===== src/hdl/fcsa_pkg.sv =====
package fcsa_pkg;
  localparam int ADDR_W = 19;
  localparam int DATA_W = 32;
  localparam int CMD_W = 7;
  localparam int BYTE_W = 8;
  localparam int SECTOR_LSB = 14;
  localparam int SECTOR_W = 5;
  localparam int PAGE_LSB = 10;

  // Register space offsets of the flash module, and the array offset of the reset map image
  localparam logic [ADDR_W-1:0] OFS_DATA_SPACE_MAP = 19'h00000;
  localparam logic [ADDR_W-1:0] OFS_USER_STATUS = 19'h00004;
  localparam logic [ADDR_W-1:0] OFS_COMMAND_CODE = 19'h00008;
  localparam logic [ADDR_W-1:0] OFS_MODULE_CONFIG = 19'h0000C;
  localparam logic [ADDR_W-1:0] MAP_LOAD_OFFSET = 19'h00410;

  // User status bits
  localparam int ST_CMD_BUF_EMPTY = 7;
  localparam int ST_CMD_COMPLETE = 6;
  localparam int ST_PROTECT_VIOL = 5;
  localparam int ST_ACCESS_ERR = 4;
  localparam int ST_BLANK = 2;

  // Module config bits
  localparam int CFG_CBE_IRQ_EN = 7;
  localparam int CFG_CC_IRQ_EN = 6;
  localparam int CFG_LOCK = 0;

  localparam logic [CMD_W-1:0] CMD_ERASE_VERIFY_ALL_ONES = 7'h05;
  localparam logic [CMD_W-1:0] CMD_PAGE_ERASE_VERIFY = 7'h06;
  localparam logic [CMD_W-1:0] CMD_LONGWORD_PROGRAM = 7'h20;
  localparam logic [CMD_W-1:0] CMD_PAGE_ERASE = 7'h40;
  localparam logic [CMD_W-1:0] CMD_MASS_ERASE = 7'h41;

  localparam logic [DATA_W-1:0] ZERO_WORD = 32'h00000000;
  localparam logic [DATA_W-1:0] LAUNCH_WORD = 32'h00000080;

  // Host software port
  localparam int HOST_IDX_W = 3;
  localparam logic [HOST_IDX_W-1:0] HREG_ADDR = 3'h0;
  localparam logic [HOST_IDX_W-1:0] HREG_WDATA = 3'h1;
  localparam logic [HOST_IDX_W-1:0] HREG_CODE = 3'h2;
  localparam logic [HOST_IDX_W-1:0] HREG_CTRL = 3'h3;
  localparam logic [HOST_IDX_W-1:0] HREG_RDATA = 3'h4;
  localparam logic [HOST_IDX_W-1:0] HREG_STATUS = 3'h5;
  localparam int HC_WRITE = 0;
  localparam int HC_READ = 1;
  localparam int HC_ARRAY = 2;
  localparam int HC_PROGRAM = 3;
  localparam int HC_SEQUENCE = 4;
  localparam int HS_BUSY = 0;
  localparam int HS_ERROR = 1;
  localparam int HS_IRQ = 2;

  function automatic logic isValidCmd(input logic [CMD_W-1:0] code);
    return (code == CMD_ERASE_VERIFY_ALL_ONES) || (code == CMD_PAGE_ERASE_VERIFY) ||
           (code == CMD_LONGWORD_PROGRAM) || (code == CMD_PAGE_ERASE) || (code == CMD_MASS_ERASE);
  endfunction

  function automatic logic isVerifyCmd(input logic [CMD_W-1:0] code);
    return (code == CMD_ERASE_VERIFY_ALL_ONES) || (code == CMD_PAGE_ERASE_VERIFY);
  endfunction

  function automatic logic [SECTOR_W-1:0] sectorOf(input logic [ADDR_W-1:0] addr);
    return addr[SECTOR_LSB +: SECTOR_W];
  endfunction
endpackage


===== src/hdl/fcsa_bus_if.sv =====
`timescale 1ns/10ps
interface fcsa_bus_if;
  logic                             busReq;
  logic                             busWrite;
  logic                             busArray;
  logic                             busProgram;
  logic [fcsa_pkg::ADDR_W-1:0]      busAddr;
  logic [fcsa_pkg::DATA_W-1:0]      busWdata;
  logic [fcsa_pkg::DATA_W-1:0]      busRdata;
  logic                             busAck;
  logic                             busError;
  logic                             irqReq;

  modport device (
    input  busReq,
    input  busWrite,
    input  busArray,
    input  busProgram,
    input  busAddr,
    input  busWdata,
    output busRdata,
    output busAck,
    output busError,
    output irqReq
  );

  modport host (
    output busReq,
    output busWrite,
    output busArray,
    output busProgram,
    output busAddr,
    output busWdata,
    input  busRdata,
    input  busAck,
    input  busError,
    input  irqReq
  );
endinterface


===== src/hdl/fcsa_device_end.sv =====
// Our own choices: the address map and strobed register access.
`timescale 1ns/10ps
// Functional notes
// - Map readable always, writable only unlocked
// - Data-only sector faults program-space accesses
// - Mixed sector allows data and program
// - Map loaded from array at reset
// - Buffer-empty flag; write one launches
// - Command writes ignored while buffer full
// - Buffer-empty interrupt when flag and enable
// - Complete flag follows engine, writes ignored
// - Complete interrupt when flag and enable
// - Protection violation on protected program/erase
// - Access error on bad sequence, write-one-clear
// - Access error flag blocks command launch
// - Blank flag set when verify finds erased
// - Ones clear violation, error and blank flags; a write with bit seven zero aborts a pending sequence and sets error
// - Seven-bit code; invalid code sets error
// - Command register bit seven reads zero
// - Decode program, erase and verify codes
// - All-ones verify reports through blank flag
// - Array word, code, launch, nothing between
// - Page erase drops low ten address bits
module fcsa_device_end (
  input  wire logic                        clk_sys,
  input  wire logic                        reset_n,
  fcsa_bus_if.device                       bus,
  input  wire logic [fcsa_pkg::DATA_W-1:0] sectorProtect,
  output logic      [fcsa_pkg::ADDR_W-1:0] arrayRdAddr,
  input  wire logic [fcsa_pkg::DATA_W-1:0] arrayRdData,
  output logic                             arrayLoadReq,
  output logic                             flashStart,
  output logic      [fcsa_pkg::CMD_W-1:0]  flashCmd,
  output logic      [fcsa_pkg::ADDR_W-1:0] flashAddr,
  output logic      [fcsa_pkg::DATA_W-1:0] flashData,
  input  wire logic                        flashDone,
  input  wire logic                        flashBlank
);
  typedef enum logic [1:0] {SEQ_EMPTY, SEQ_DATA, SEQ_CMD, SEQ_HELD} fcsa_seq_type;

  fcsa_seq_type                  seq_reg;
  logic [fcsa_pkg::DATA_W-1:0]   dataMap_reg;
  logic                          loadPending_reg;
  logic                          lock_reg;
  logic                          cbeIrqEn_reg;
  logic                          ccIrqEn_reg;
  logic                          access_error_flag_reg;
  logic                          protViol_reg;
  logic                          blank_reg;
  logic [fcsa_pkg::CMD_W-1:0]    cmdCode_reg;
  logic [fcsa_pkg::ADDR_W-1:0]   bufAddr_reg;
  logic [fcsa_pkg::DATA_W-1:0]   bufData_reg;
  logic                          engineBusy_reg;
  logic                          start_reg;
  logic [fcsa_pkg::CMD_W-1:0]    engCmd_reg;
  logic [fcsa_pkg::ADDR_W-1:0]   engAddr_reg;
  logic [fcsa_pkg::DATA_W-1:0]   engData_reg;
  logic                          ack_reg;
  logic                          err_reg;
  logic [fcsa_pkg::DATA_W-1:0]   rdata_reg;

  logic                          regWrite;
  logic                          regRead;
  logic                          arrayWrite;
  logic                          transferError;
  logic                          protectHit;
  logic                          cmdBufEmpty;
  logic                          cmdComplete;
  logic                          statusWrite;
  logic                          launchWrite;
  logic                          abortWrite;
  logic                          launchOk;
  logic                          cmdWrite;
  logic                          cmdBad;
  logic                          arrayBad;
  logic                          handOver;
  logic                          verifyBlank;
  logic [fcsa_pkg::BYTE_W-1:0]   statusByte;
  logic [fcsa_pkg::BYTE_W-1:0]   configByte;
  logic [fcsa_pkg::DATA_W-1:0]   regData;

  assign regWrite   = bus.busReq && bus.busWrite && !bus.busArray;
  assign regRead    = bus.busReq && !bus.busWrite && !bus.busArray;
  assign arrayWrite = bus.busReq && bus.busWrite && bus.busArray && !transferError;

  fcsa_access_guard fcsa_access_guard_inst (
    .accessAddr    (bus.busAddr),
    .accessArray   (bus.busArray),
    .accessProgram (bus.busProgram),
    .dataMap       (dataMap_reg),
    .protectMap    (sectorProtect),
    .cmdCode       (bus.busWdata[fcsa_pkg::CMD_W-1:0]),
    .cmdAddr       (bufAddr_reg),
    .transferError (transferError),
    .protectHit    (protectHit)
  );

  assign cmdBufEmpty = (seq_reg != SEQ_HELD);
  assign cmdComplete = !engineBusy_reg && (seq_reg != SEQ_HELD);

  assign statusWrite = regWrite && (bus.busAddr == fcsa_pkg::OFS_USER_STATUS);
  assign launchWrite = statusWrite && bus.busWdata[fcsa_pkg::ST_CMD_BUF_EMPTY];
  assign abortWrite  = statusWrite && !bus.busWdata[fcsa_pkg::ST_CMD_BUF_EMPTY] &&
                       ((seq_reg == SEQ_DATA) || (seq_reg == SEQ_CMD));
  // A raised error flag blocks launch; the sequence waits until a status write with bit seven zero aborts it
  assign launchOk    = launchWrite && (seq_reg == SEQ_CMD) && !access_error_flag_reg && !protViol_reg;
  assign cmdWrite    = regWrite && (bus.busAddr == fcsa_pkg::OFS_COMMAND_CODE) && cmdBufEmpty;
  assign cmdBad      = cmdWrite && ((seq_reg != SEQ_DATA) ||
                       !fcsa_pkg::isValidCmd(bus.busWdata[fcsa_pkg::CMD_W-1:0]));
  assign arrayBad    = arrayWrite && (seq_reg != SEQ_EMPTY);
  assign handOver    = (seq_reg == SEQ_HELD) && (!engineBusy_reg || flashDone);
  assign verifyBlank = flashDone && fcsa_pkg::isVerifyCmd(engCmd_reg) && flashBlank;

  // Reset image of the map is read through the array port
  assign arrayLoadReq = loadPending_reg;
  assign arrayRdAddr  = loadPending_reg ? fcsa_pkg::MAP_LOAD_OFFSET : bus.busAddr;

  always_ff @(posedge clk_sys) begin
    if (!reset_n) begin
      loadPending_reg <= 1'b1;
      dataMap_reg     <= fcsa_pkg::ZERO_WORD;
    end else if (loadPending_reg) begin
      loadPending_reg <= 1'b0;
      dataMap_reg     <= arrayRdData;
    end else if (regWrite && (bus.busAddr == fcsa_pkg::OFS_DATA_SPACE_MAP) && !lock_reg) begin
      dataMap_reg     <= bus.busWdata;
    end
  end

  always_ff @(posedge clk_sys) begin
    if (!reset_n) begin
      lock_reg     <= 1'b0;
      cbeIrqEn_reg <= 1'b0;
      ccIrqEn_reg  <= 1'b0;
    end else if (regWrite && (bus.busAddr == fcsa_pkg::OFS_MODULE_CONFIG)) begin
      lock_reg     <= bus.busWdata[fcsa_pkg::CFG_LOCK];
      cbeIrqEn_reg <= bus.busWdata[fcsa_pkg::CFG_CBE_IRQ_EN];
      ccIrqEn_reg  <= bus.busWdata[fcsa_pkg::CFG_CC_IRQ_EN];
    end
  end

  always_ff @(posedge clk_sys) begin
    if (!reset_n) begin
      seq_reg     <= SEQ_EMPTY;
      cmdCode_reg <= '0;
      bufAddr_reg <= '0;
      bufData_reg <= fcsa_pkg::ZERO_WORD;
    end else begin
      case (seq_reg)
        SEQ_EMPTY: begin
          if (arrayWrite) begin
            bufAddr_reg <= bus.busAddr;
            bufData_reg <= bus.busWdata;
            seq_reg     <= SEQ_DATA;
          end
        end
        SEQ_DATA: begin
          if (abortWrite || arrayBad || cmdBad || launchWrite) begin
            seq_reg <= SEQ_EMPTY;
          end else if (cmdWrite) begin
            cmdCode_reg <= bus.busWdata[fcsa_pkg::CMD_W-1:0];
            seq_reg     <= protectHit ? SEQ_EMPTY : SEQ_CMD;
          end
        end
        SEQ_CMD: begin
          if (abortWrite || arrayBad || cmdBad) begin
            seq_reg <= SEQ_EMPTY;
          end else if (launchOk) begin
            seq_reg <= SEQ_HELD;
          end
        end
        SEQ_HELD: begin
          if (handOver) begin
            seq_reg <= SEQ_EMPTY;
          end
        end
        default: seq_reg <= SEQ_EMPTY;
      endcase
    end
  end

  // Set terms are ORed after the clear so a same-cycle event survives
  always_ff @(posedge clk_sys) begin
    if (!reset_n) begin
      access_error_flag_reg <= 1'b0;
    end else begin
      access_error_flag_reg <= (access_error_flag_reg && !(statusWrite && bus.busWdata[fcsa_pkg::ST_ACCESS_ERR])) ||
                    abortWrite || arrayBad || cmdBad ||
                    (launchWrite && (seq_reg == SEQ_DATA));
    end
  end

  always_ff @(posedge clk_sys) begin
    if (!reset_n) begin
      protViol_reg <= 1'b0;
    end else begin
      protViol_reg <= (protViol_reg && !(statusWrite && bus.busWdata[fcsa_pkg::ST_PROTECT_VIOL])) ||
                      (cmdWrite && !cmdBad && protectHit);
    end
  end

  always_ff @(posedge clk_sys) begin
    if (!reset_n) begin
      blank_reg <= 1'b0;
    end else begin
      blank_reg <= (blank_reg && !(statusWrite && bus.busWdata[fcsa_pkg::ST_BLANK])) || verifyBlank;
    end
  end

  always_ff @(posedge clk_sys) begin
    if (!reset_n) begin
      engineBusy_reg <= 1'b0;
      start_reg      <= 1'b0;
      engCmd_reg     <= '0;
      engAddr_reg    <= '0;
      engData_reg    <= fcsa_pkg::ZERO_WORD;
    end else begin
      start_reg <= handOver;
      if (handOver) begin
        engineBusy_reg <= 1'b1;
        engCmd_reg     <= cmdCode_reg;
        engData_reg    <= bufData_reg;
        if (cmdCode_reg == fcsa_pkg::CMD_PAGE_ERASE) begin
          engAddr_reg <= {bufAddr_reg[fcsa_pkg::ADDR_W-1:fcsa_pkg::PAGE_LSB], {fcsa_pkg::PAGE_LSB{1'b0}}};
        end else begin
          engAddr_reg <= bufAddr_reg;
        end
      end else if (flashDone) begin
        engineBusy_reg <= 1'b0;
      end
    end
  end

  assign flashStart = start_reg;
  assign flashCmd   = engCmd_reg;
  assign flashAddr  = engAddr_reg;
  assign flashData  = engData_reg;

  always_comb begin
    statusByte = '0;
    statusByte[fcsa_pkg::ST_CMD_BUF_EMPTY] = cmdBufEmpty;
    statusByte[fcsa_pkg::ST_CMD_COMPLETE]  = cmdComplete;
    statusByte[fcsa_pkg::ST_PROTECT_VIOL]  = protViol_reg;
    statusByte[fcsa_pkg::ST_ACCESS_ERR]    = access_error_flag_reg;
    statusByte[fcsa_pkg::ST_BLANK]         = blank_reg;
    configByte = '0;
    configByte[fcsa_pkg::CFG_CBE_IRQ_EN] = cbeIrqEn_reg;
    configByte[fcsa_pkg::CFG_CC_IRQ_EN]  = ccIrqEn_reg;
    configByte[fcsa_pkg::CFG_LOCK]       = lock_reg;
  end

  always_comb begin
    case (bus.busAddr)
      fcsa_pkg::OFS_DATA_SPACE_MAP: regData = dataMap_reg;
      fcsa_pkg::OFS_USER_STATUS:    regData = {24'h000000, statusByte};
      fcsa_pkg::OFS_COMMAND_CODE:   regData = {25'h0000000, cmdCode_reg};
      fcsa_pkg::OFS_MODULE_CONFIG:  regData = {24'h000000, configByte};
      default:                      regData = fcsa_pkg::ZERO_WORD;
    endcase
  end

  always_ff @(posedge clk_sys) begin
    if (!reset_n) begin
      ack_reg   <= 1'b0;
      err_reg   <= 1'b0;
      rdata_reg <= fcsa_pkg::ZERO_WORD;
    end else begin
      ack_reg <= bus.busReq;
      err_reg <= bus.busReq && bus.busArray && transferError;
      if (regRead) begin
        rdata_reg <= regData;
      end else if (bus.busReq && bus.busArray && !bus.busWrite && !transferError) begin
        rdata_reg <= arrayRdData;
      end else begin
        rdata_reg <= fcsa_pkg::ZERO_WORD;
      end
    end
  end

  assign bus.busAck   = ack_reg;
  assign bus.busError = err_reg;
  assign bus.busRdata = rdata_reg;
  assign bus.irqReq   = (cmdBufEmpty && cbeIrqEn_reg) ||
                        (cmdComplete && ccIrqEn_reg);
endmodule // fcsa_device_end


===== src/hdl/fcsa_access_guard.sv =====
`timescale 1ns/10ps
module fcsa_access_guard (
  input  wire logic [fcsa_pkg::ADDR_W-1:0] accessAddr,
  input  wire logic                        accessArray,
  input  wire logic                        accessProgram,
  input  wire logic [fcsa_pkg::DATA_W-1:0] dataMap,
  input  wire logic [fcsa_pkg::DATA_W-1:0] protectMap,
  input  wire logic [fcsa_pkg::CMD_W-1:0]  cmdCode,
  input  wire logic [fcsa_pkg::ADDR_W-1:0] cmdAddr,
  output logic                             transferError,
  output logic                             protectHit
);
  logic cmdSectorProt;

  // Data-only sectors refuse program fetches; mixed sectors take both
  assign transferError = accessArray && accessProgram && dataMap[fcsa_pkg::sectorOf(accessAddr)];

  assign cmdSectorProt = protectMap[fcsa_pkg::sectorOf(cmdAddr)];

  always_comb begin
    case (cmdCode)
      fcsa_pkg::CMD_LONGWORD_PROGRAM: protectHit = cmdSectorProt;
      fcsa_pkg::CMD_PAGE_ERASE:       protectHit = cmdSectorProt;
      // Mass erase touches every sector, so any protection blocks it
      fcsa_pkg::CMD_MASS_ERASE:       protectHit = |protectMap;
      default:                        protectHit = 1'b0;
    endcase
  end
endmodule // fcsa_access_guard


===== src/flat_wrapper.sv =====
// flat-port wrapper written by rule: the top's interface ports become plain ports
module fcsa_device_end_flat 
  (clk_sys, reset_n, sectorProtect, arrayRdAddr, arrayRdData, arrayLoadReq, flashStart, flashCmd, flashAddr, flashData, flashDone, flashBlank, bus_busReq, bus_busWrite, bus_busArray, bus_busProgram, bus_busAddr, bus_busWdata, bus_busRdata, bus_busAck, bus_busError, bus_irqReq);
  fcsa_bus_if bus_i ();
  input  wire logic clk_sys;
  input  wire logic reset_n;
  input  wire logic [fcsa_pkg::DATA_W-1:0] sectorProtect;
  output logic      [fcsa_pkg::ADDR_W-1:0] arrayRdAddr;
  input  wire logic [fcsa_pkg::DATA_W-1:0] arrayRdData;
  output logic arrayLoadReq;
  output logic flashStart;
  output logic      [fcsa_pkg::CMD_W-1:0] flashCmd;
  output logic      [fcsa_pkg::ADDR_W-1:0] flashAddr;
  output logic      [fcsa_pkg::DATA_W-1:0] flashData;
  input  wire logic flashDone;
  input  wire logic flashBlank;
  input wire logic [$bits(bus_i.busReq)-1:0] bus_busReq;
  input wire logic [$bits(bus_i.busWrite)-1:0] bus_busWrite;
  input wire logic [$bits(bus_i.busArray)-1:0] bus_busArray;
  input wire logic [$bits(bus_i.busProgram)-1:0] bus_busProgram;
  input wire logic [$bits(bus_i.busAddr)-1:0] bus_busAddr;
  input wire logic [$bits(bus_i.busWdata)-1:0] bus_busWdata;
  output wire logic [$bits(bus_i.busRdata)-1:0] bus_busRdata;
  output wire logic [$bits(bus_i.busAck)-1:0] bus_busAck;
  output wire logic [$bits(bus_i.busError)-1:0] bus_busError;
  output wire logic [$bits(bus_i.irqReq)-1:0] bus_irqReq;
  assign bus_i.busReq = bus_busReq;
  assign bus_i.busWrite = bus_busWrite;
  assign bus_i.busArray = bus_busArray;
  assign bus_i.busProgram = bus_busProgram;
  assign bus_i.busAddr = bus_busAddr;
  assign bus_i.busWdata = bus_busWdata;
  assign bus_busRdata = bus_i.busRdata;
  assign bus_busAck = bus_i.busAck;
  assign bus_busError = bus_i.busError;
  assign bus_irqReq = bus_i.irqReq;
  fcsa_device_end u_core (.clk_sys(clk_sys), .reset_n(reset_n), .bus(bus_i), .sectorProtect(sectorProtect), .arrayRdAddr(arrayRdAddr), .arrayRdData(arrayRdData), .arrayLoadReq(arrayLoadReq), .flashStart(flashStart), .flashCmd(flashCmd), .flashAddr(flashAddr), .flashData(flashData), .flashDone(flashDone), .flashBlank(flashBlank));
endmodule

===== config.mk =====
export PLATFORM = sky130hd
export DESIGN_NAME = fcsa_device_end_flat
export DESIGN_NICKNAME = d
export VERILOG_FILES = /design/src/hdl/fcsa_pkg.sv /design/src/hdl/fcsa_bus_if.sv /design/src/hdl/fcsa_device_end.sv /design/src/hdl/fcsa_access_guard.sv /design/src/flat_wrapper.sv
export SDC_FILE = /design/constraint.sdc
export NUM_CORES = 1
export LEC_CHECK = 0
export ABC_AREA = 1
export BUFFER_PORTS_ARGS = -buffer_cell sky130_fd_sc_hd__buf_2
export CORE_UTILIZATION = 26
export DETAILED_ROUTE_END_ITERATION = 10
export SLEW_MARGIN = 10
export SYNTH_ARGS = -nofsm -noshare
export SYNTH_HDL_FRONTEND = slang
export SYNTH_HIERARCHICAL = 1
export SYNTH_SLANG_ARGS = --single-unit

===== constraint.sdc =====
create_clock -name clk_sys -period 4.59 [get_ports clk_sys]
set_clock_uncertainty 0.15 [all_clocks]
set_input_delay 0.918 -clock clk_sys [delete_from_list [all_inputs] [get_ports clk_sys]]
set_output_delay 0.918 -clock clk_sys [all_outputs]
set_load 0.02 [all_outputs]

==> results.ini <==
[outcome]
outcome=finished, final reports clean

[timing]
setup_viol=0
finalCritPeriodShare=0.679
final-hold-violation-count=0
rsz0062_at_grt=false
fin_setup_tns_ns=0
fmax_mhz=321
worst_pin_slew_ns=1.16
max_slew_margin=0.225
period_minus_slack_ns=3.12
slew_violations=0

[setup_path]
worst_ep_arrival_time_ns=3.35
crit_required_ns=4.82
path_class=in -> reg
worstSetupStartpointType=input port
path_common_cell=nor2_1
cp-end-kind=register
crit_slowest_cell=inv_2
crit_path_cell_trace=buf_2, nor2_1, nand2_2, nor2_8, inv_4, nor3_4, a31oi_4, inv_2, buf_4, nor2_1, nor2_1
crit_path_max_incr_delay_ns=0.65
crit_buf_inv=4
critPathMaxFanout=52
crit_family=buffers and inverters

[cts]
clock_sinks=193
cts_setup_buffers=0
clkTransAtPathRegs_ns=0.08
cts_tree=built
cts_buffer_depth=2
holdBufCountCts=0
clkLatencyLatePin_ns=0.45
cts_max_level=4
cts-resized-gates=0
cts_made_buffers=17
clockRootBuffer=clkbuf_16

[power]
p_int_mw=2.91
p_leak_nw=4.84
netSwitchingPower_mw=1.31
power.share.clock=0.360
max-vdd-ir-drop_mv=0.256
power_switching_share=0.310
pwr-share-comb=0.186
p_seq_frac=0.454
p_per_area_nw_per_um2=395

[synthesis]
syn_avg_cell_area_um2=7.21
synth_top_cell_by_area=dfxtp_1
yosysUniqueCellTypes=40
synth_most_common_cell=nand2_1
synth_common_cells=263 x nand2_1, 193 x dfxtp_1, 136 x a21oi_1
async_flop_share=0
synthFlopType=dfxtp_1
ys_ff_latch=193
syn_inst=1192
syn-cell-area_um2=8590
synth_top_area_frac=0.450
syn_nets=1320
netlist_top_cells_area=dfxtp_1 45%, nand2_1 11%, a21oi_1 7.9%
synth_edf_count=0
yosys_warnings=6
seq_area_frac_synth=0.450

[cells_and_area]
layout-drive-gt1-share=0.217
num-fill-cells=3615
syn2layout_area_growth_pct=24.2
fin_area_um2=10700
layout.nets=1514
fin_util=0.328

[detailed_routing]
finalWirelength_mm=29.1
drtIter0Drc=731
ant_nets=0
vias_per_cell=4.67
num_vias=8612
wl_per_cell_um=15.8
drcViolationCount=0
firstDrtPassIters=5

[placement]
post_dp_cell_area_um2=10100
dp_hpwl_mm=21.8
place.port_buffers=236
gp_congestion=0.915

[global_routing]
grt_pass1_vias=7856
grt-ovfl-total=0
grt_use_total=0.171
grt_pass1_wl_mm=44.6
grt_max_degree=127
antenna_found_initial=4

[die]
dieArea_um2=33800
pin_count=237
rows=66
fp.dieH_um=184
core_area_um2=32500
die_x_um=184
start_util=0.264

[worst_hold_path]
hold_class=reg -> reg

[run]
maxCapViolations=0

-- tightest hold or removal path, cell delays in order, from the launching register on --
cell     delay (ns)
dfxtp_1        0.30
inv_1          0.06
a21oi_1        0.05
-- routing by layer --
| metal | track usage | part of all wire |
|---|---|---|
| met1 | 0.231 | 0.46 |
| met2 | 0.264 | 0.45 |
| met3 | 0.0355 | 0.058 |
| met4 | 0.0697 | 0.028 |
| met5 | 0 | 0.00034 |
-- power groups by stage --
| stage | clock [mW] | sequential [mW] | combinational (mW) |
|---|---|---|---|
| 2_1_floorplan | 0 | 2.02 | 0.407 |
| 3_3_place_gp | 0 | 1.95 | 0.774 |
| 3_5_place_dp | 0 | 1.95 | 0.783 |
| 4_1_cts | 1.55 | 1.91 | 0.786 |
| 5_1_grt | 1.62 | 1.93 | 0.869 |
| 6_report | 1.52 | 1.91 | 0.785 |
-- area by class of cell --
cell class | count | area (µm²) | area share
Multi-Input combinational cell | 827 | 4000 | 0.374
Sequential cell | 193 | 3860 | 0.362
Timing Repair Buffer | 248 | 1270 | 0.119
Tap cell | 442 | 553 | 0.0518
Clock buffer | 20 | 447 | 0.0419
Inverter | 99 | 384 | 0.0360
Clock inverter | 12 | 146 | 0.0137
Antenna cell | 3 | 7.51 | 0.000703
-- placed cells by master, fill, tap and decap left out, types with 2 or more instances in the layout --
cell	netlist	routed
dfxtp_1	193	192
diode_2	0	3
o21ai_0	115	115
ha_1	5	5
nor3_2	1	2
nand3_1	109	109
inv_2	3	5
clkbuf_16	0	17
nand3b_1	2	2
inv_8	1	2
a21oi_2	2	2
nor4_1	7	7
o211a_1	24	24
inv_1	93	91
a21oi_1	136	136
buf_2	4	235
a211oi_1	8	8
nor2_1	113	113
nand2_2	2	3
o22ai_1	3	3
clkinvlp_4	0	3
inv_6	0	5
or2_2	4	4
buf_4	3	13
nand4_1	14	14
inv_4	2	2
nand2_1	263	262
clkbuf_1	55	2
nor3_1	7	6
bufinv_16	0	2
-- final timing paths --
path | cells after the start | to | slack, ns | start
worst max-delay path | 11 | u_core/dataMap_reg[6]$_SDFFE_PN0P_ | 1.47 | bus_busAddr[14]
worst min-delay path | 2 | u_core/flashData[19]$_SDFFE_PN0P_ | 0.30 | u_core/bufData_reg[19]$_SDFFE_PN0P_
worst max register to register | 6 | u_core/flashData[18]$_SDFFE_PN0P_ | 1.91 | u_core/seq_reg[0]$_SDFFE_PN0P_
worst min register to register | 2 | u_core/flashData[19]$_SDFFE_PN0P_ | 0.30 | u_core/bufData_reg[19]$_SDFFE_PN0P_
-- stage by stage --
stage / setup WS (ns) / power, mW / hold slack (ns) / cells
3_3_place_gp: 1.08 / 2.72 / 0.293 / 1809
6_report: 1.47 / 4.22 / 0.305 / 1844
2_1_floorplan: 1.82 / 2.43 / 0.280 / 1192
4_1_cts: 1.47 / 4.25 / 0.309 / 1841
3_5_place_dp: 1.01 / 2.73 / 0.301 / 1809
5_1_grt: 1.09 / 4.42 / 0.327 / 1844
-- logic make-up (layout without fill, tap and decap cells) --
kind of cell,Yosys count,count (layout),synth area share
AND/OR/NAND/NOR,527,527,0.263
flip-flops,193,193,0.450
AO/OA/AOI/OAI,294,294,0.193
buffers and inverters,172,379,0.0859
other,0,3,0
XOR/XNOR,1,1,0.00102
adder cells (fa/ha/maj),5,5,0.00728
Note: power is estimated with default switching activity, not from simulation.
